<file path="src/design/ppmc_map.vh">
`ifndef PPMC_MAP_VH
`define PPMC_MAP_VH

// register byte offsets
`define PPMC_OFF_CHIP_STAT   8'h00
`define PPMC_OFF_PORT_CTRL   8'h10
`define PPMC_OFF_PORT_STAT   8'h20

// port control fields
`define PPMC_CTL_FIBER       0
`define PPMC_CTL_AUTONEG     1
`define PPMC_CTL_FAR_FAULT   2
`define PPMC_CTL_ENC_BYPASS  3
`define PPMC_CTL_SCR_BYPASS  4
`define PPMC_CTL_SLOW_DIS    5
`define PPMC_CTL_WIDTH       6
`define PPMC_CTL_RESET       6'h02

// port status fields
`define PPMC_PST_FIBER       0
`define PPMC_PST_AUTONEG     1
`define PPMC_PST_FAR_FAULT   2
`define PPMC_PST_ENC_BYPASS  3
`define PPMC_PST_SCR_BYPASS  4
`define PPMC_PST_SLOW_EN     5
`define PPMC_PST_SIG_DET_EN  6
`define PPMC_PST_SPEED_FAST  7
`define PPMC_PST_ON_BUS_A    8
`define PPMC_PST_ON_BUS_B    9

// chip status fields
`define PPMC_CST_SLOW_EXT    0
`define PPMC_CST_SYNTH_ON    1
`define PPMC_CST_FAST_DIRECT 2
`define PPMC_CST_OSC_ON      3
`define PPMC_CST_LATCHED     4
`define PPMC_CST_BUSED       5
`define PPMC_CST_SMART       6

// clock rates and timing
`define PPMC_FAST_CLK_MHZ    25
`define PPMC_SLOW_CLK_MHZ    20
`define PPMC_CLK_PERIOD_NS   10
`define PPMC_SETTLE_CYCLES   4
`define PPMC_DETECT_TIME_NS  2000
`define PPMC_DETECT_CYCLES   ((`PPMC_DETECT_TIME_NS + `PPMC_CLK_PERIOD_NS - 1) / `PPMC_CLK_PERIOD_NS)
`define PPMC_MIN_TOGGLES     4

`endif

</file>
<file path="src/design/ppmc_sync.v">
`timescale 1ns/10ps
// three-stage pin synchroniser; output moves once stages two and three agree
module ppmc_sync #(
    parameter WIDTH = 1
) (
    // clock and reset
    input  wire             pclk,
    input  wire             presetn,
    // pins and filtered result
    input  wire [WIDTH-1:0] pin,
    output reg  [WIDTH-1:0] level
);

    reg [WIDTH-1:0] stage1;
    reg [WIDTH-1:0] stage2;
    reg [WIDTH-1:0] stage3;

    // stage1 feeds stage2 only, so metastability never reaches the compare
    always @(posedge pclk or negedge presetn) begin
        if (!presetn) begin
            stage1 <= {WIDTH{1'b0}};
            stage2 <= {WIDTH{1'b0}};
            stage3 <= {WIDTH{1'b0}};
            level  <= {WIDTH{1'b0}};
        end else begin
            stage1 <= pin;
            stage2 <= stage1;
            stage3 <= stage2;
            level  <= (stage2 & ~(stage2 ^ stage3)) | (level & (stage2 ^ stage3));
        end
    end

endmodule

</file>
<file path="src/design/ppmc_port_cfg.v">
//
// Behaviour
// - fast transceiver 25 MHz, slow transceiver 20 MHz
// - slow clock from synthesizer by default
// - slow clock strap high selects external input
// - detect direct fast clock versus crystal
// - fiber per port by strap or register
// - fiber reuses data pins, enables signal detect
// - fiber forces config, ignores register bits
// - fiber enables far-end fault signaling
// - fiber bypasses line coder and scrambler
// - fiber disables autoneg and slow speed
// - smart mode, in bused mode only, shares lines, adds security
// - bused mode routes ports by speed
`timescale 1ns/10ps
`include "ppmc_map.vh"
module ppmc_port_cfg #(
    parameter NPORTS = 4
) (
    // clock and reset
    input  wire              pclk,
    input  wire              presetn,
    // apb slave
    input  wire              psel,
    input  wire              penable,
    input  wire              pwrite,
    input  wire [7:0]        paddr,
    input  wire [31:0]       pwdata,
    output reg  [31:0]       prdata,
    output wire              pready,
    output reg               pslverr,
    // straps and mode pins
    input  wire              external_slow_clock_strap,
    input  wire [NPORTS-1:0] fiber_mode_strap,
    input  wire              bused_mode_pin,
    input  wire              smart_mode_pin,
    input  wire              fast_clock_probe,
    // clock source controls
    output reg               fast_clock_direct,
    output reg               oscillator_enable,
    output reg               slow_clock_external,
    output reg               synthesizer_enable,
    // per port configuration
    input  wire [NPORTS-1:0] fiber_signal_detect,
    output reg  [NPORTS-1:0] fiber_active,
    output reg  [NPORTS-1:0] fiber_data_pins,
    output reg  [NPORTS-1:0] signal_detect_valid,
    output reg  [NPORTS-1:0] autoneg_enable,
    output reg  [NPORTS-1:0] far_end_fault_enable,
    output reg  [NPORTS-1:0] line_coder_bypass,
    output reg  [NPORTS-1:0] scrambler_bypass,
    output reg  [NPORTS-1:0] slow_speed_enable,
    // per port state from transceivers
    input  wire [NPORTS-1:0] port_speed_fast,
    input  wire [NPORTS-1:0] port_carrier,
    input  wire [NPORTS-1:0] port_collision,
    // system interface routing
    output reg  [NPORTS-1:0] port_on_bus_a,
    output reg  [NPORTS-1:0] port_on_bus_b,
    output reg  [NPORTS-1:0] port_tx_enable,
    output reg  [NPORTS-1:0] port_rx_enable,
    output reg  [NPORTS-1:0] port_security,
    // repeater side lines
    input  wire [NPORTS-1:0] shared_transmit_enable,
    input  wire [NPORTS-1:0] slow_transmit_enable,
    input  wire [NPORTS-1:0] shared_receive_enable,
    input  wire [NPORTS-1:0] slow_receive_enable,
    output reg  [NPORTS-1:0] shared_carrier_sense,
    output reg  [NPORTS-1:0] slow_carrier_sense,
    output reg  [NPORTS-1:0] shared_collision,
    output reg  [NPORTS-1:0] slow_collision
);

    localparam NSYNC = 4 + 6 * NPORTS;
    localparam [3:0] ST_SETTLE = 4'h1;
    localparam [3:0] ST_LATCH  = 4'h2;
    localparam [3:0] ST_DETECT = 4'h4;
    localparam [3:0] ST_RUN    = 4'h8;
    localparam [15:0] SETTLE_LAST = `PPMC_SETTLE_CYCLES - 1;
    localparam [15:0] DETECT_LAST = `PPMC_DETECT_CYCLES - 1;
    localparam [7:0]  MIN_TOGGLES = `PPMC_MIN_TOGGLES;

    // register index decode for a block of per-port words
    function port_hit;
        input [7:0] addr;
        input [7:0] base;
        begin
            port_hit = (addr[7:4] == base[7:4]) && (addr[1:0] == 2'h0)
                       && ({28'h0000000, addr[3:2]} < NPORTS);
        end
    endfunction

    wire [NSYNC-1:0] pins_raw;
    wire [NSYNC-1:0] pins;
    wire             s_slow_strap;
    wire             s_bused;
    wire             s_smart;
    wire             s_probe;
    wire [NPORTS-1:0] s_fiber_strap;
    wire [NPORTS-1:0] s_sig_det;
    wire [NPORTS-1:0] s_tx_fast;
    wire [NPORTS-1:0] s_tx_slow;
    wire [NPORTS-1:0] s_rx_fast;
    wire [NPORTS-1:0] s_rx_slow;

    // every pin is asynchronous to pclk
    assign pins_raw = {slow_receive_enable, shared_receive_enable, slow_transmit_enable,
                       shared_transmit_enable, fiber_signal_detect, fiber_mode_strap,
                       fast_clock_probe, smart_mode_pin, bused_mode_pin,
                       external_slow_clock_strap};

    ppmc_sync #(
        .WIDTH (NSYNC)
    ) ppmc_sync_i (
        .pclk    (pclk),
        .presetn (presetn),
        .pin     (pins_raw),
        .level   (pins)
    );

    assign s_slow_strap  = pins[0];
    assign s_bused       = pins[1];
    assign s_smart       = pins[2];
    assign s_probe       = pins[3];
    assign s_fiber_strap = pins[4 +: NPORTS];
    assign s_sig_det     = pins[4 + NPORTS +: NPORTS];
    assign s_tx_fast     = pins[4 + 2 * NPORTS +: NPORTS];
    assign s_tx_slow     = pins[4 + 3 * NPORTS +: NPORTS];
    assign s_rx_fast     = pins[4 + 4 * NPORTS +: NPORTS];
    assign s_rx_slow     = pins[4 + 5 * NPORTS +: NPORTS];

    // startup sequencer
    reg [3:0]  state;
    reg [3:0]  next_state;
    reg [15:0] cycle_cnt;
    reg [7:0]  toggle_cnt;
    reg        probe_last;
    reg        straps_latched;
    reg        slow_strap_hold;
    reg [NPORTS-1:0] fiber_strap_hold;

    always @* begin
        next_state = state;
        case (state)
            ST_SETTLE: begin
                if (cycle_cnt == SETTLE_LAST)
                    next_state = ST_LATCH;
            end
            ST_LATCH:  next_state = ST_DETECT;
            ST_DETECT: begin
                if (cycle_cnt == DETECT_LAST)
                    next_state = ST_RUN;
            end
            ST_RUN:    next_state = ST_RUN;
            default:   next_state = ST_SETTLE;
        endcase
    end

    // waits for the synchroniser to fill before trusting strap levels
    always @(posedge pclk or negedge presetn) begin
        if (!presetn) begin
            state            <= ST_SETTLE;
            cycle_cnt        <= 16'h0000;
            toggle_cnt       <= 8'h00;
            probe_last       <= 1'b0;
            straps_latched   <= 1'b0;
            slow_strap_hold  <= 1'b0;
            fiber_strap_hold <= {NPORTS{1'b0}};
            fast_clock_direct   <= 1'b0;
            oscillator_enable   <= 1'b1;
            slow_clock_external <= 1'b0;
            synthesizer_enable  <= 1'b1;
        end else begin
            state      <= next_state;
            probe_last <= s_probe;
            cycle_cnt  <= (next_state != state) ? 16'h0000 : cycle_cnt + 16'h0001;
            case (state)
                ST_LATCH: begin
                    straps_latched   <= 1'b1;
                    slow_strap_hold  <= s_slow_strap;
                    fiber_strap_hold <= s_fiber_strap;
                    slow_clock_external <= s_slow_strap;
                    synthesizer_enable  <= ~s_slow_strap;
                    toggle_cnt <= 8'h00;
                end
                ST_DETECT: begin
                    // saturate so a fast probe cannot wrap back below the threshold
                    if ((s_probe != probe_last) && (toggle_cnt != 8'hff))
                        toggle_cnt <= toggle_cnt + 8'h01;
                    if (cycle_cnt == DETECT_LAST) begin
                        fast_clock_direct <= (toggle_cnt >= MIN_TOGGLES);
                        oscillator_enable <= (toggle_cnt < MIN_TOGGLES);
                    end
                end
                default: begin
                    toggle_cnt <= toggle_cnt;
                end
            endcase
        end
    end

    // apb register file, zero wait states
    reg [`PPMC_CTL_WIDTH-1:0] port_ctrl [0:NPORTS-1];
    wire        acc;
    wire        hit_ctrl;
    wire        hit_stat;
    wire        hit_chip;
    wire [1:0]  sel;
    reg  [31:0] rd_mux;

    assign pready   = 1'b1;
    assign acc      = psel & penable;
    assign sel      = paddr[3:2];
    assign hit_ctrl = port_hit(paddr, `PPMC_OFF_PORT_CTRL);
    assign hit_stat = port_hit(paddr, `PPMC_OFF_PORT_STAT);
    assign hit_chip = (paddr == `PPMC_OFF_CHIP_STAT);

    // control words stay writable in fiber mode; the override acts downstream
    genvar g;
    generate
        for (g = 0; g < NPORTS; g = g + 1) begin : g_ctrl
            always @(posedge pclk or negedge presetn) begin
                if (!presetn)
                    port_ctrl[g] <= `PPMC_CTL_RESET;
                else if (acc && pwrite && hit_ctrl && (sel == g))
                    port_ctrl[g] <= pwdata[`PPMC_CTL_WIDTH-1:0];
            end
        end
    endgenerate

    // read data select
    always @* begin
        rd_mux = 32'h00000000;
        if (hit_chip) begin
            rd_mux[`PPMC_CST_SLOW_EXT]    = slow_clock_external;
            rd_mux[`PPMC_CST_SYNTH_ON]    = synthesizer_enable;
            rd_mux[`PPMC_CST_FAST_DIRECT] = fast_clock_direct;
            rd_mux[`PPMC_CST_OSC_ON]      = oscillator_enable;
            rd_mux[`PPMC_CST_LATCHED]     = straps_latched;
            rd_mux[`PPMC_CST_BUSED]       = s_bused;
            rd_mux[`PPMC_CST_SMART]       = s_smart;
        end else if (hit_ctrl) begin
            rd_mux[`PPMC_CTL_WIDTH-1:0] = port_ctrl[sel];
        end else if (hit_stat) begin
            rd_mux[`PPMC_PST_FIBER]      = fiber_active[sel];
            rd_mux[`PPMC_PST_AUTONEG]    = autoneg_enable[sel];
            rd_mux[`PPMC_PST_FAR_FAULT]  = far_end_fault_enable[sel];
            rd_mux[`PPMC_PST_ENC_BYPASS] = line_coder_bypass[sel];
            rd_mux[`PPMC_PST_SCR_BYPASS] = scrambler_bypass[sel];
            rd_mux[`PPMC_PST_SLOW_EN]    = slow_speed_enable[sel];
            rd_mux[`PPMC_PST_SIG_DET_EN] = fiber_data_pins[sel];
            rd_mux[`PPMC_PST_SPEED_FAST] = port_speed_fast[sel];
            rd_mux[`PPMC_PST_ON_BUS_A]   = port_on_bus_a[sel];
            rd_mux[`PPMC_PST_ON_BUS_B]   = port_on_bus_b[sel];
        end
    end

    // read data and error are registered in the setup cycle for the access
    always @(posedge pclk or negedge presetn) begin
        if (!presetn) begin
            prdata  <= 32'h00000000;
            pslverr <= 1'b0;
        end else if (psel && !penable) begin
            prdata  <= pwrite ? 32'h00000000 : rd_mux;
            pslverr <= ~(hit_ctrl | ((hit_stat | hit_chip) & ~pwrite));
        end else if (!psel) begin
            prdata  <= 32'h00000000;
            pslverr <= 1'b0;
        end
    end

    // per port fiber override and system interface routing
    generate
        for (g = 0; g < NPORTS; g = g + 1) begin : g_port
            wire fa;
            wire fast;
            wire separate;
            assign fa       = fiber_strap_hold[g] | port_ctrl[g][`PPMC_CTL_FIBER];
            assign fast     = port_speed_fast[g];
            assign separate = s_bused & ~s_smart;

            always @(posedge pclk or negedge presetn) begin
                if (!presetn) begin
                    fiber_active[g]         <= 1'b0;
                    fiber_data_pins[g]      <= 1'b0;
                    signal_detect_valid[g]  <= 1'b0;
                    autoneg_enable[g]       <= 1'b0;
                    far_end_fault_enable[g] <= 1'b0;
                    line_coder_bypass[g]    <= 1'b0;
                    scrambler_bypass[g]     <= 1'b0;
                    slow_speed_enable[g]    <= 1'b0;
                    port_on_bus_a[g]        <= 1'b0;
                    port_on_bus_b[g]        <= 1'b0;
                    port_tx_enable[g]       <= 1'b0;
                    port_rx_enable[g]       <= 1'b0;
                    port_security[g]        <= 1'b0;
                    shared_carrier_sense[g] <= 1'b0;
                    slow_carrier_sense[g]   <= 1'b0;
                    shared_collision[g]     <= 1'b0;
                    slow_collision[g]       <= 1'b0;
                end else begin
                    fiber_active[g]         <= fa;
                    fiber_data_pins[g]      <= fa;
                    signal_detect_valid[g]  <= fa & s_sig_det[g];
                    // register bits only count while the port is on copper
                    autoneg_enable[g]       <= ~fa & port_ctrl[g][`PPMC_CTL_AUTONEG];
                    far_end_fault_enable[g] <= fa | port_ctrl[g][`PPMC_CTL_FAR_FAULT];
                    line_coder_bypass[g]    <= fa | port_ctrl[g][`PPMC_CTL_ENC_BYPASS];
                    scrambler_bypass[g]     <= fa | port_ctrl[g][`PPMC_CTL_SCR_BYPASS];
                    slow_speed_enable[g]    <= ~fa & ~port_ctrl[g][`PPMC_CTL_SLOW_DIS];
                    port_on_bus_a[g]        <= s_bused & fast;
                    port_on_bus_b[g]        <= s_bused & ~fast;
                    port_security[g]        <= s_bused & s_smart & s_tx_slow[g];
                    // smart mode has one transmit enable line for all ports
                    if (s_bused && s_smart) begin
                        port_tx_enable[g]       <= s_tx_fast[0];
                        port_rx_enable[g]       <= s_rx_fast[g];
                        shared_carrier_sense[g] <= port_carrier[g];
                        shared_collision[g]     <= port_collision[g];
                        slow_carrier_sense[g]   <= 1'b0;
                        slow_collision[g]       <= 1'b0;
                    end else if (separate) begin
                        port_tx_enable[g]       <= fast ? s_tx_fast[g] : s_tx_slow[g];
                        port_rx_enable[g]       <= fast ? s_rx_fast[g] : s_rx_slow[g];
                        shared_carrier_sense[g] <= port_carrier[g] & fast;
                        shared_collision[g]     <= port_collision[g] & fast;
                        slow_carrier_sense[g]   <= port_carrier[g] & ~fast;
                        slow_collision[g]       <= port_collision[g] & ~fast;
                    end else begin
                        port_tx_enable[g]       <= s_tx_fast[g];
                        port_rx_enable[g]       <= s_rx_fast[g];
                        shared_carrier_sense[g] <= port_carrier[g];
                        shared_collision[g]     <= port_collision[g];
                        slow_carrier_sense[g]   <= 1'b0;
                        slow_collision[g]       <= 1'b0;
                    end
                end
            end
        end
    endgenerate

    // clock rates are fixed by the sources above; kept here as named figures
    localparam [7:0] FAST_MHZ = `PPMC_FAST_CLK_MHZ;
    localparam [7:0] SLOW_MHZ = `PPMC_SLOW_CLK_MHZ;

endmodule

</file>
<file path="config.mk">
export PLATFORM = sky130hd
export DESIGN_NAME = ppmc_port_cfg
export DESIGN_NICKNAME = d
export VERILOG_FILES = /design/src/design/ppmc_sync.v /design/src/design/ppmc_port_cfg.v
export VERILOG_INCLUDE_DIRS = /design/src /design/src/design
export SDC_FILE = /design/constraint.sdc
export NUM_CORES = 1
export LEC_CHECK = 0
export BUFFER_PORTS_ARGS = -buffer_cell sky130_fd_sc_hd__buf_2
export CORE_ASPECT_RATIO = 0.8
export CORE_UTILIZATION = 54
export DETAILED_ROUTE_END_ITERATION = 7
export PLACE_DENSITY = 0.9
export SLEW_MARGIN = 25
export SYNTH_ARGS = -nofsm -noshare
export SYNTH_HDL_FRONTEND = slang
export SYNTH_SLANG_ARGS = --single-unit
</file>
<file path="constraint.sdc">
create_clock -name pclk -period 3 [get_ports pclk]
set_input_delay 0.3 -clock pclk [delete_from_list [all_inputs] [get_ports pclk]]
set_output_delay 0.3 -clock pclk [all_outputs]
set_load 0.05 [all_outputs]
</file>
==> summary.md, run 1 <==
| Metric | Value |
|---|---|
| Outcome | completed |
| Chip Width | 147.2 µm |
| Clock Sinks | 249 |
| Most frequent cell after synthesis | dfrtp_1 |
| Max frequency | roughly 400 MHz |
| Worst vdd ir | around 0.54 mV |
| Routed len/inst | approximately 17 µm |
| Rows | 42 |
| Tot Pwr | roughly 7.6 mW |
| HPWL after DPL | about 12 mm |
| Critical path peak fanout | 16 |
| Post-synthesis register bit count | about 250 |
| RePlAce Congestion | between 0.8 and 0.9 |
| Leakage power | between 5 and 6 nW |
| Pwr/cell area | 682.4 nW/µm² |
| Area Growth Syn to Fin | 21.67% |
| # DRC | 0 |
| Post-synthesis instance total | roughly 640 |
| Largest family of logic cells by synthesized area | simple AND/OR/NAND/NOR gates |
| Worst skew pair latency | 0.51 ns |
| Nature of the critical path endpoint | flip-flop |
| Worst-path cell chain | ha_1 > or4b_4 > or4_4 > o221ai_4 > nor2_1 |
| Largest net degree at the start of global routing | 110 |
| Slowest CP cell | or4_4 |
| RSZ-0062 raised after global routing | false |
| Most common flop cell mapped by yosys | dfrtp_1 |
| Mux cell area share after synthesis | under 10% |
| Slew headroom | approximately two fifths |
| Pre-antenna DRT Iters | 4 |
| Hold wc startpoint | port_speed_fast[0] |
| Reg clk slew, reported paths | roughly 0.06 ns |
| Max-slew violations | 0 |
| Initial antenna violation count | 0 |
| Clk root buf | clkbuf_16 |
| Finished Cell Area | ~11000 µm² |
| RR Startpoint | cycle_cnt[0] |
| Layout fillers | around 1200 |
| Part of the Yosys area used for sequential elements | roughly 70% |
| Slew @ Worst Pin | roughly 0.87 ns |
| Final setup fails | 0 |
| Commonest cells in the netlist | 242 x dfrtp_1, 31 x nor2_1, 30 x mux2_2, 30 x nand2_1, 28 x maj3_1 |
| Synth area leader | dfrtp_1 |
| Core Area | around 17000 µm² |
| Worst endpoint required time | roughly 3.4 ns |
| Adder-cell share of the synthesized area | under 10% |
| Worst Skew | 0.008204 ns |
| YS warnings | 0 |
| Htree depth | 1 |
| WL final | between 15 and 20 mm |
| Gr usage total | about 22% |
| Layout Nets | 905 |
| Mean Syn Cell Area | around 14 µm² |
| WS Path Type | reg2reg |
| Crit-path max cell delay | approximately 0.56 ns |
| Fraction of registers with async set or reset after synthesis | 100.0% |
| CTS Buffer Depth | 3 |
| Setup crit start kind | flip-flop |
| Buffers on Ports | ~140 |
| Hold Fails Final Rpt | 0 |
| Synth unique cells | between 50 and 60 |
| I/O Pins | between 150 and 200 |
| ANT nets after route | 0 |
| Post-route clock period utilization | between 80 and 90% |
| Max-cap viol count | 0 |
| CTS tree | built |
| Final setup TNS | 0 ns |
| Total number of vias | around 5500 |
| Synth top area share | 66.46% |
| Placed Instance Area | about 10000 µm² |
| Chip Height | 118.2 µm |
| Die Area | 17400 µm² |
| Mapped Area | about 9000 µm² |
| Compound-cell area share of the yosys netlist | under 10% |
| Synth Area in XOR/XNOR | 1.730% |
| CP arrival | just under 3 ns |
| Top post-synthesis cells by area | dfrtp_1 66%, mux2_2 3.7%, mux4_2 3.7% |
| First-pass GRT wire length | approximately 29 mm |
| Inst Count DP | between 900 and 1000 |
| Min Tclk post-route | about 2.6 ns |
| Crit. Startpoint | cycle_cnt[0] |
| Iteration-0 DRC count of the detailed router | 345 |
| DR vias/cell | ~5.3 |
| N_diodes | 0 |
| Number of global-route vias before repair | about 5600 |
| Share of cells above drive strength 1 | a little under a third |
| Initial core utilization | a little under three fifths |
| Simple-Gate Fraction of Synth Area | between 10% and 20% |
| Final std cells w/o fill | around 1100 |
| GRT overflow | 0 |
| Num CTS Buffers | 24 |
| Post_cts resized | 0 |
| Post-synth EDFFs | 0 |
| Min-Delay Path Class | in2reg |
==> worst paths after layout <==
kind	to	slack (ns)	depth (start not counted)
hold reg to reg	ppmc_sync_i.stage2[25]	0.35	0
min in group asynchronous	asynchronous set/reset pin	0.44	2
max in group asynchronous	port_ctrl[1]	1.68	3
setup / recovery	cycle_cnt[15]	0.43	5
setup reg to reg	cycle_cnt[15]	0.43	5
hold / removal	port_on_bus_b[0]	0.02	2
==> through the flow <==
step | utilization [%] | setup slack [ns] | hold WS [ns]
6_report | 67.19 | 0.4271 | 0.01609
2_1_floorplan | - | 0.7602 | 0.004409
3_3_place_gp | 60.53 | 0.5022 | 0.3321
3_5_place_dp | 60.53 | 0.4220 | 0.3347
5_1_grt | 67.19 | 0.2931 | 0.003667
4_1_cts | 67.19 | 0.4060 | 0.002879
==> final cells by class <==
cell class	instances	area, µm²	area share [%]
Timing Repair Buffer	180	1126	10.16
Clock buffer	33	664.4	5.993
Tap cell	220	275.3	2.483
Multi-Input combinational cell	346	2608	23.52
Inverter	16	60.06	0.5417
Clock inverter	9	113.9	1.027
Sequential cell	249	6240	56.28
==> cell usage in the layout, fill, tap and decap left out, types with 7 or more instances in the layout <==
cell type and count:
nor2b_1 11, nand2_1 30, conb_1 23, xor2_1 7, mux2_2 30, o21ai_0 20
and2_1 18, nor2_1 31, dfrtp_1 242, mux4_2 15, xnor2_1 11, maj3_1 28
inv_1 16, clkbuf_16 24, buf_2 140, nor2_2 10, nand4_1 7, dfstp_2 7
nor4_1 10, dlygate4sd3_1 32, or3_1 13, nand3_1 12
==> worst max-delay path: cells and delay by family, from the launching register on <==
family / cells / cell delay [ns]
AO/OA/AOI/OAI: 1 / 0.54
adder cells (fa/ha/maj): 1 / 0.28
flip-flops: 1 / 0.41
AND/OR/NAND/NOR: 3 / 1.20
==> logic make-up after synthesis <==
| kind of cell | Yosys count |
|---|---|
| DFF | 249 |
| and+or+nand+nor | 175 |
| buffers and inverters | 61 |
| AOI/OAI and AO/OA | 53 |
| muxes | 46 |
| adders and majority gates | 31 |
| xor gates and xnor gates | 18 |
| other | 2 |
==> repair_timing <==
| item | in CTS | in global routing |
|---|---|---|
| hold buffers | 32 | 0 |
| hold endpoints to repair | 135 | 0 |
| setup buffers | 0 | 0 |
==> routing by layer <==
metal	global-route usage, %	part of all wire, %
met1	31.37	44
met2	35.02	49
met3	4.247	5.3
met4	4.768	1.8
met5	0	0
==> power breakdown <==
| part | internal, mW | switching (mW) | total (mW) |
|---|---|---|---|
| clock network | 1.73 | 1.20 | 2.93 |
| logic | 0.271 | 0.630 | 0.901 |
| registers | 3.58 | 0.158 | 3.73 |
| total | 5.58 | 1.99 | 7.57 |
(Power assumes the default switching activity.)
==> run 2: changes to the inputs <==
- CORE_UTILIZATION: 54 -> 30
- PLACE_DENSITY: 0.9 -> 0.6
==> summary.md, run 2 (synthesized netlist as in run 1, its figures left out) <==
| Metric | Value |
|---|---|
| Worst vdd ir | 0.4973 mV (was 0.5358 mV) |
| DR vias/cell | 4.345 (was 5.259) |
| Worst endpoint required time | 3.38 ns (was 3.36 ns) |
| CP arrival | 2.99 ns (was 2.93 ns) |
| CTS tree | built (unchanged) |
| Hold Path End | port_on_bus_b[1] (was port_on_bus_b[0]) |
| Share of cells above drive strength 1 | 31.53% (was 30.85%) |
| Worst-path cell chain | ha_1 > or4b_4 > or4_4 > o221ai_4 > nor2_1 (unchanged) |
| Worst r2r path cells | 5 (unchanged) |
| R2r endpoint | cycle_cnt[3] (was cycle_cnt[15]) |
| Hold Fails Final Rpt | 0 (unchanged) |
| Commonest non-fill, non-tap cell in the layout | dfrtp_1 (unchanged) |
| Die Area | 31080 µm² (was 17400 µm²) |
| Critical path's top delay family | simple AND/OR/NAND/NOR gates (unchanged) |
| Gr usage total | 13.64% (was 21.83%) |
| Layout Nets | 919 (was 905) |
| Worst skew pair latency | 0.53 ns (was 0.51 ns) |
| ANT nets after route | 0 (unchanged) |
| Iteration-0 DRC count of the detailed router | 280 (was 345) |
| Outcome | completed (unchanged) |
| Min Hold Slack | 0.01999 ns (was 0.01609 ns) |
| Final setup TNS | 0 ns (unchanged) |
| RR Startpoint | cycle_cnt[0] (unchanged) |
| Crit path buf inv count | 0 (unchanged) |
| Min-Delay Path Class | in2reg (unchanged) |
| Critical path peak fanout | 16 (unchanged) |
| Slew @ Worst Pin | 0.7873 ns (was 0.8743 ns) |
| Pre-antenna DRT Iters | 4 (unchanged) |
| WL final | 20.47 mm (was 18.39 mm) |
| First-pass GRT wire length | 32.21 mm (was 29.46 mm) |
| Clk root buf | clkbuf_16 (unchanged) |
| Total number of vias | 5462 (was 5538) |
| Placed Instance Area | 10240 µm² (was 9988 µm²) |
| Post-CTS setup buffers | 0 (unchanged) |
| Hold wc startpoint | port_speed_fast[1] (was port_speed_fast[0]) |
| Final setup fails | 0 (unchanged) |
| Commonest cells after routing, fill and taps aside | 242 x dfrtp_1, 140 x buf_2, 40 x dlygate4sd3_1, 31 x nor2_1 (was 242 x dfrtp_1, 140 x buf_2, 32 x dlygate4sd3_1, 31 x nor2_1) |
| Leakage power | 5.350 nW (was 5.226 nW) |
| # DRC | 0 (unchanged) |
| Core Area | 29570 µm² (was 16500 µm²) |
| Largest net degree at the start of global routing | 97 (was 110) |
| Slowest CP cell | or4_4 (unchanged) |
| Area Growth Syn to Fin | 26.88% (was 21.67%) |
| RePlAce Congestion | 0.7806 (was 0.8035) |
| Max-cap viol count | 0 (unchanged) |
| Post_cts resized | 0 (unchanged) |
| GRT overflow | 0 (unchanged) |
| Post-CTS Hold Fix Bufs | 40 (was 32) |
| Finished Cell Area | 11560 µm² (was 11090 µm²) |
| Nature of the critical path endpoint | flip-flop (unchanged) |
| Pwr/cell area | 700.5 nW/µm² (was 682.4 nW/µm²) |
| HPWL after DPL | 14.16 mm (was 12.46 mm) |
| Rows | 56 (was 42) |
| Max-slew violations | 0 (unchanged) |
| Hold Path Stages | 2 (unchanged) |
| Chip Width | 196.9 µm (was 147.2 µm) |
| Flop2flop setup slack | 0.39 ns (was 0.43 ns) |
| Reg clk slew, reported paths | 0.06 ns (about the same) |
| Clock Sinks | 249 (unchanged) |
| Initial antenna violation count | 2 (was 0) |
| Chip Height | 157.9 µm (was 118.2 µm) |
| Max frequency | 383.0 MHz (was 388.7 MHz) |
| Initial core utilization | 30.82% (was 55.22%) |
| Number of global-route vias before repair | 5586 (was 5576) |
| CTS Buffer Depth | 3 (unchanged) |
| Routed len/inst | 16.29 µm (was 17.46 µm) |
| I/O Pins | 191 (unchanged) |
| Post-route clock period utilization | 87.03% (was 85.76%) |
| WS Path Type | reg2reg (unchanged) |
| Crit-path max cell delay | 0.55 ns (was 0.56 ns) |
| Buffers on Ports | 141 (unchanged) |
| Worst Skew | 0.009732 ns (was 0.008204 ns) |
| RSZ-0062 raised after global routing | false (unchanged) |
| Min Tclk post-route | 2.611 ns (was 2.573 ns) |
| Htree depth | 1 (unchanged) |
| Slew headroom | 47.28% (was 41.59%) |
| Num CTS Buffers | 26 (was 24) |
| Setup crit start kind | flip-flop (unchanged) |
[run 2: changes by cell type in the layout (fill, tap and decap cells not counted)]
cell and change:
clkinv_2 +3, clkbuf_8 -1, diode_2 +1, clkbuf_16 +3, bufinv_16 +3, buf_12 -1
dlygate4sd3_1 +8, clkbuf_1 -2, clkinv_8 -1, buf_4 +5
[run 2: layer usage]
metal	vias up	share of wire [%]	track usage, %
met3	33	4.7	3.132
met1	2754	47	19.20
met5	-	0.068	0
met4	2	2.0	3.285
met2	102	46	21.34
li1	2571	-	-
[run 2: power breakdown]
group          total [mW]  leakage (nW)  switching (mW)  internal, mW
registers            3.73          3.05           0.150          3.58
logic               0.920          1.84           0.641         0.279
clock network        3.45         0.459            1.33          2.12
[run 2: how the worst max path moves through the flow]
| stage | start | endpoint | slack [ns] | depth (start not counted) |
|---|---|---|---|---|
| CTS | cycle_cnt[0] | cycle_cnt[3] | 0.39 | 5 |
| floorplan | cycle_cnt[0] | cycle_cnt[10] | 0.76 | 6 |
| global route | cycle_cnt[0] | cycle_cnt[3] | 0.29 | 5 |
| detailed placement | cycle_cnt[0] | cycle_cnt[3] | 0.40 | 5 |
| finish | cycle_cnt[0] | cycle_cnt[3] | 0.39 | 5 |
| global placement | cycle_cnt[0] | cycle_cnt[6] | 0.46 | 5 |
[run 2: cell type report]
cell class                      count  area [µm²]
Multi-Input combinational cell    346        2608
Clock buffer                       33       718.2
Clock inverter                     14       202.7
Timing Repair Buffer              192        1224
Antenna cell                        1       2.502
Fill cell                        2834       18010
Sequential cell                   249        6240
Inverter                           16       60.06
Tap cell                          406       508.0
[run 2: metrics by stage]
step / utilization (%) / setup slack (ns) / power (mW) / std cells
floorplan: - / 0.7602 / 4.373 / 656
CTS: 39.10 / 0.3885 / 8.232 / 1256
global placement: 34.63 / 0.4633 / 4.662 / 1169
global route: 39.10 / 0.2860 / 8.459 / 1256
finish: 39.10 / 0.3891 / 8.099 / 1257
detailed placement: 34.63 / 0.4004 / 4.678 / 1169
==> run 3: changes to the inputs <==
- BUFFER_PORTS_ARGS: -buffer_cell sky130_fd_sc_hd__buf_2 -> -buffer_cell sky130_fd_sc_hd__buf_4
- GPL_TIMING_DRIVEN: not set -> 0
==> summary.md, run 3 (synthesized netlist as in run 1, its figures left out) <==
| Metric | Value |
|---|---|
| Hold Fails Final Rpt | 0 (unchanged) |
| GRT Max-Usage Layer | met2 (unchanged) |
| Inst Count DP | 1206 (was 1169) |
| Worst endpoint required time | 3.41 ns (was 3.38 ns) |
| Met2 GRT Util | 21.72% (was 21.34%) |
| Worst Skew | 0.02368 ns (was 0.009732 ns) |
| CP arrival | 2.89 ns (was 2.99 ns) |
| Placed Instance Area | 10840 µm² (was 10240 µm²) |
| Pre-antenna DRT Iters | 5 (was 4) |
| Tot Pwr | 8.576 mW (was 8.099 mW) |
| ANT nets after route | 0 (unchanged) |
| Commonest cells after routing, fill and taps aside | 242 x dfrtp_1, 167 x buf_4, 48 x dlygate4sd3_1, 31 x nor2_1 (was 242 x dfrtp_1, 140 x buf_2, 40 x dlygate4sd3_1, 31 x nor2_1) |
| Chip Height | 157.9 µm (unchanged) |
| Commonest non-fill, non-tap cell in the layout | dfrtp_1 (unchanged) |
| # DRC | 0 (unchanged) |
| Htree depth | 1 (unchanged) |
| Min Tclk post-route | 2.478 ns (was 2.611 ns) |
| Final std cells w/o fill | 1302 (was 1257) |
| Clock Sinks | 249 (unchanged) |
| Flop2flop setup slack | 0.52 ns (was 0.39 ns) |
| CTS Buffer Depth | 3 (unchanged) |
| Die Area | 31080 µm² (unchanged) |
| RSZ-0062 raised after global routing | false (unchanged) |
| Max-cap viol count | 0 (unchanged) |
| Buffers on Ports | 140 (was 141) |
| Nature of the critical path endpoint | flip-flop (unchanged) |
| I/O Pins | 191 (unchanged) |
| Initial antenna violation count | 0 (was 2) |
| Post-route clock period utilization | 82.60% (was 87.03%) |
| Setup crit start kind | flip-flop (unchanged) |
| Final setup TNS | 0 ns (unchanged) |
| Final worst slack | 0.5221 ns (was 0.3891 ns) |
| Critical path peak fanout | 10 (was 16) |
| Worst slack, placed | 0.1933 ns (was 0.4004 ns) |
| Critical path's top delay family | simple AND/OR/NAND/NOR gates (unchanged) |
| Initial core utilization | 30.82% (unchanged) |
| Slowest CP cell | or4_4 (unchanged) |
| RePlAce Congestion | 0.7476 (was 0.7806) |
| WS Path Type | reg2reg (unchanged) |
| Min Hold Slack | 0.06410 ns (was 0.01999 ns) |
| Num CTS Buffers | 26 (unchanged) |
| Largest net degree at the start of global routing | 94 (was 97) |
| Core Area | 29570 µm² (unchanged) |
| First-pass GRT wire length | 32.74 mm (was 32.21 mm) |
| Crit-path max cell delay | 0.55 ns (about the same) |
| Share of cells above drive strength 1 | 33.04% (was 31.53%) |
| Outcome | completed (unchanged) |
| Met1 Use GR | 19.68% (was 19.20%) |
| Slew headroom | 37.19% (was 47.28%) |
| Worst skew pair latency | 0.54 ns (was 0.53 ns) |
| GRT overflow | 0 (unchanged) |
| Reg clk slew, reported paths | 0.07 ns (was 0.06 ns) |
| Max-slew violations | 0 (unchanged) |
| Finished Cell Area | 12370 µm² (was 11560 µm²) |
| Iteration-0 DRC count of the detailed router | 242 (was 280) |
| N_diodes | 0 (was 1) |
| Crit path buf inv count | 1 (was 0) |
| Min-Delay Path Class | in2reg (unchanged) |
| Pwr/cell area | 693.3 nW/µm² (was 700.5 nW/µm²) |
| Gr usage total | 13.75% (was 13.64%) |
| Layout Nets | 964 (was 919) |
| Post-layout util | 41.83% (was 39.10%) |
| HPWL after DPL | 14.50 mm (was 14.16 mm) |
| Worst-path cell chain | ha_1 > or4b_4 > or4_4 > o221ai_4 > buf_8 > nor2_2 (was ha_1 > or4b_4 > or4_4 > o221ai_4 > nor2_1) |
| CTS tree | built (unchanged) |
| Leakage power | 5.654 nW (was 5.350 nW) |
| Chip Width | 196.9 µm (unchanged) |
| Clk root buf | clkbuf_16 (unchanged) |
| Rows | 56 (unchanged) |
| Routed len/inst | 15.98 µm (was 16.29 µm) |
| Total number of vias | 5602 (was 5462) |
| Met3 Use GR | 2.535% (was 3.132%) |
| Layout fillers | 2803 (was 2834) |
| Worst vdd ir | 0.3833 mV (was 0.4973 mV) |
| Area Growth Syn to Fin | 35.74% (was 26.88%) |
| Max frequency | 403.6 MHz (was 383.0 MHz) |
| Number of global-route vias before repair | 5667 (was 5586) |
| Final setup fails | 0 (unchanged) |
| DR vias/cell | 4.303 (was 4.345) |
| WL final | 20.80 mm (was 20.47 mm) |
| Slew @ Worst Pin | 0.9397 ns (was 0.7873 ns) |
run 3: cell count changes in the layout (fill, tap and decap cells not counted), sizes merged:
cell	before	now
buf	152	176
clkbuf	33	43
dlygate4sd3	40	48
bufinv	5	9
clkinvlp	0	3
clkinv	8	6
diode	1	0
inv	17	16
run 3: report_power, final:
group          total (mW)  leakage, nW  switching, mW  internal [mW]
clock network        3.81        0.502           1.36           2.45
registers            3.72         3.05          0.147           3.58
logic                1.04         2.10          0.657          0.380
total                8.58         5.65           2.17           6.41
run 3: worst reg2reg max path, stage by stage (launching register included):
cell,delay [ns]
dfrtp_1,0.42
ha_1,0.31
or4b_4,0.51
or4_4,0.55
o221ai_4,0.31
buf_8,0.20
nor2_2,0.05
run 3: layer usage:
metal | vias to the layer above | part of all wire, % | wire [µm]
met5 | - | 0 | 0
met4 | 0 | 1.5 | 302
met3 | 19 | 4.4 | 912
met2 | 125 | 47 | 9717
met1 | 2807 | 47 | 9871
li1 | 2651 | - | -
run 3: cell type report:
type	instances	area, µm²	area share [%]
plain buffers	45	284.0	2.296
clock buffers	30	695.7	5.624
clock inverters	18	355.3	2.873
inverters	16	60.06	0.4855
multi-input cells	346	2620	21.18
flip-flops and latches	249	6240	50.44
well taps	406	508.0	4.107
repair buffers	192	1607	12.99
run 3: path summary, 6_finish.rpt:
| path | to | cells after the start | from |
|---|---|---|---|
| min in group asynchronous | ppmc_sync_i.stage3[25] | 2 | presetn |
| hold / removal | pslverr | 2 | penable |
| setup / recovery | cycle_cnt[11] | 6 | cycle_cnt[0] |
| max in group asynchronous | state[0] | 3 | presetn |
| hold reg to reg | ppmc_sync_i.stage2[27] | 0 | ppmc_sync_i.stage1[27] |
| setup reg to reg | cycle_cnt[11] | 6 | cycle_cnt[0] |
run 3: what timing repair did:
| action | in CTS | in global routing |
|---|---|---|
| setup buffers | 0 | 0 |
| hold buffers | 48 | 0 |
| gates resized for setup | 0 | 0 |
| endpoints found under the hold margin | 139 | 0 |
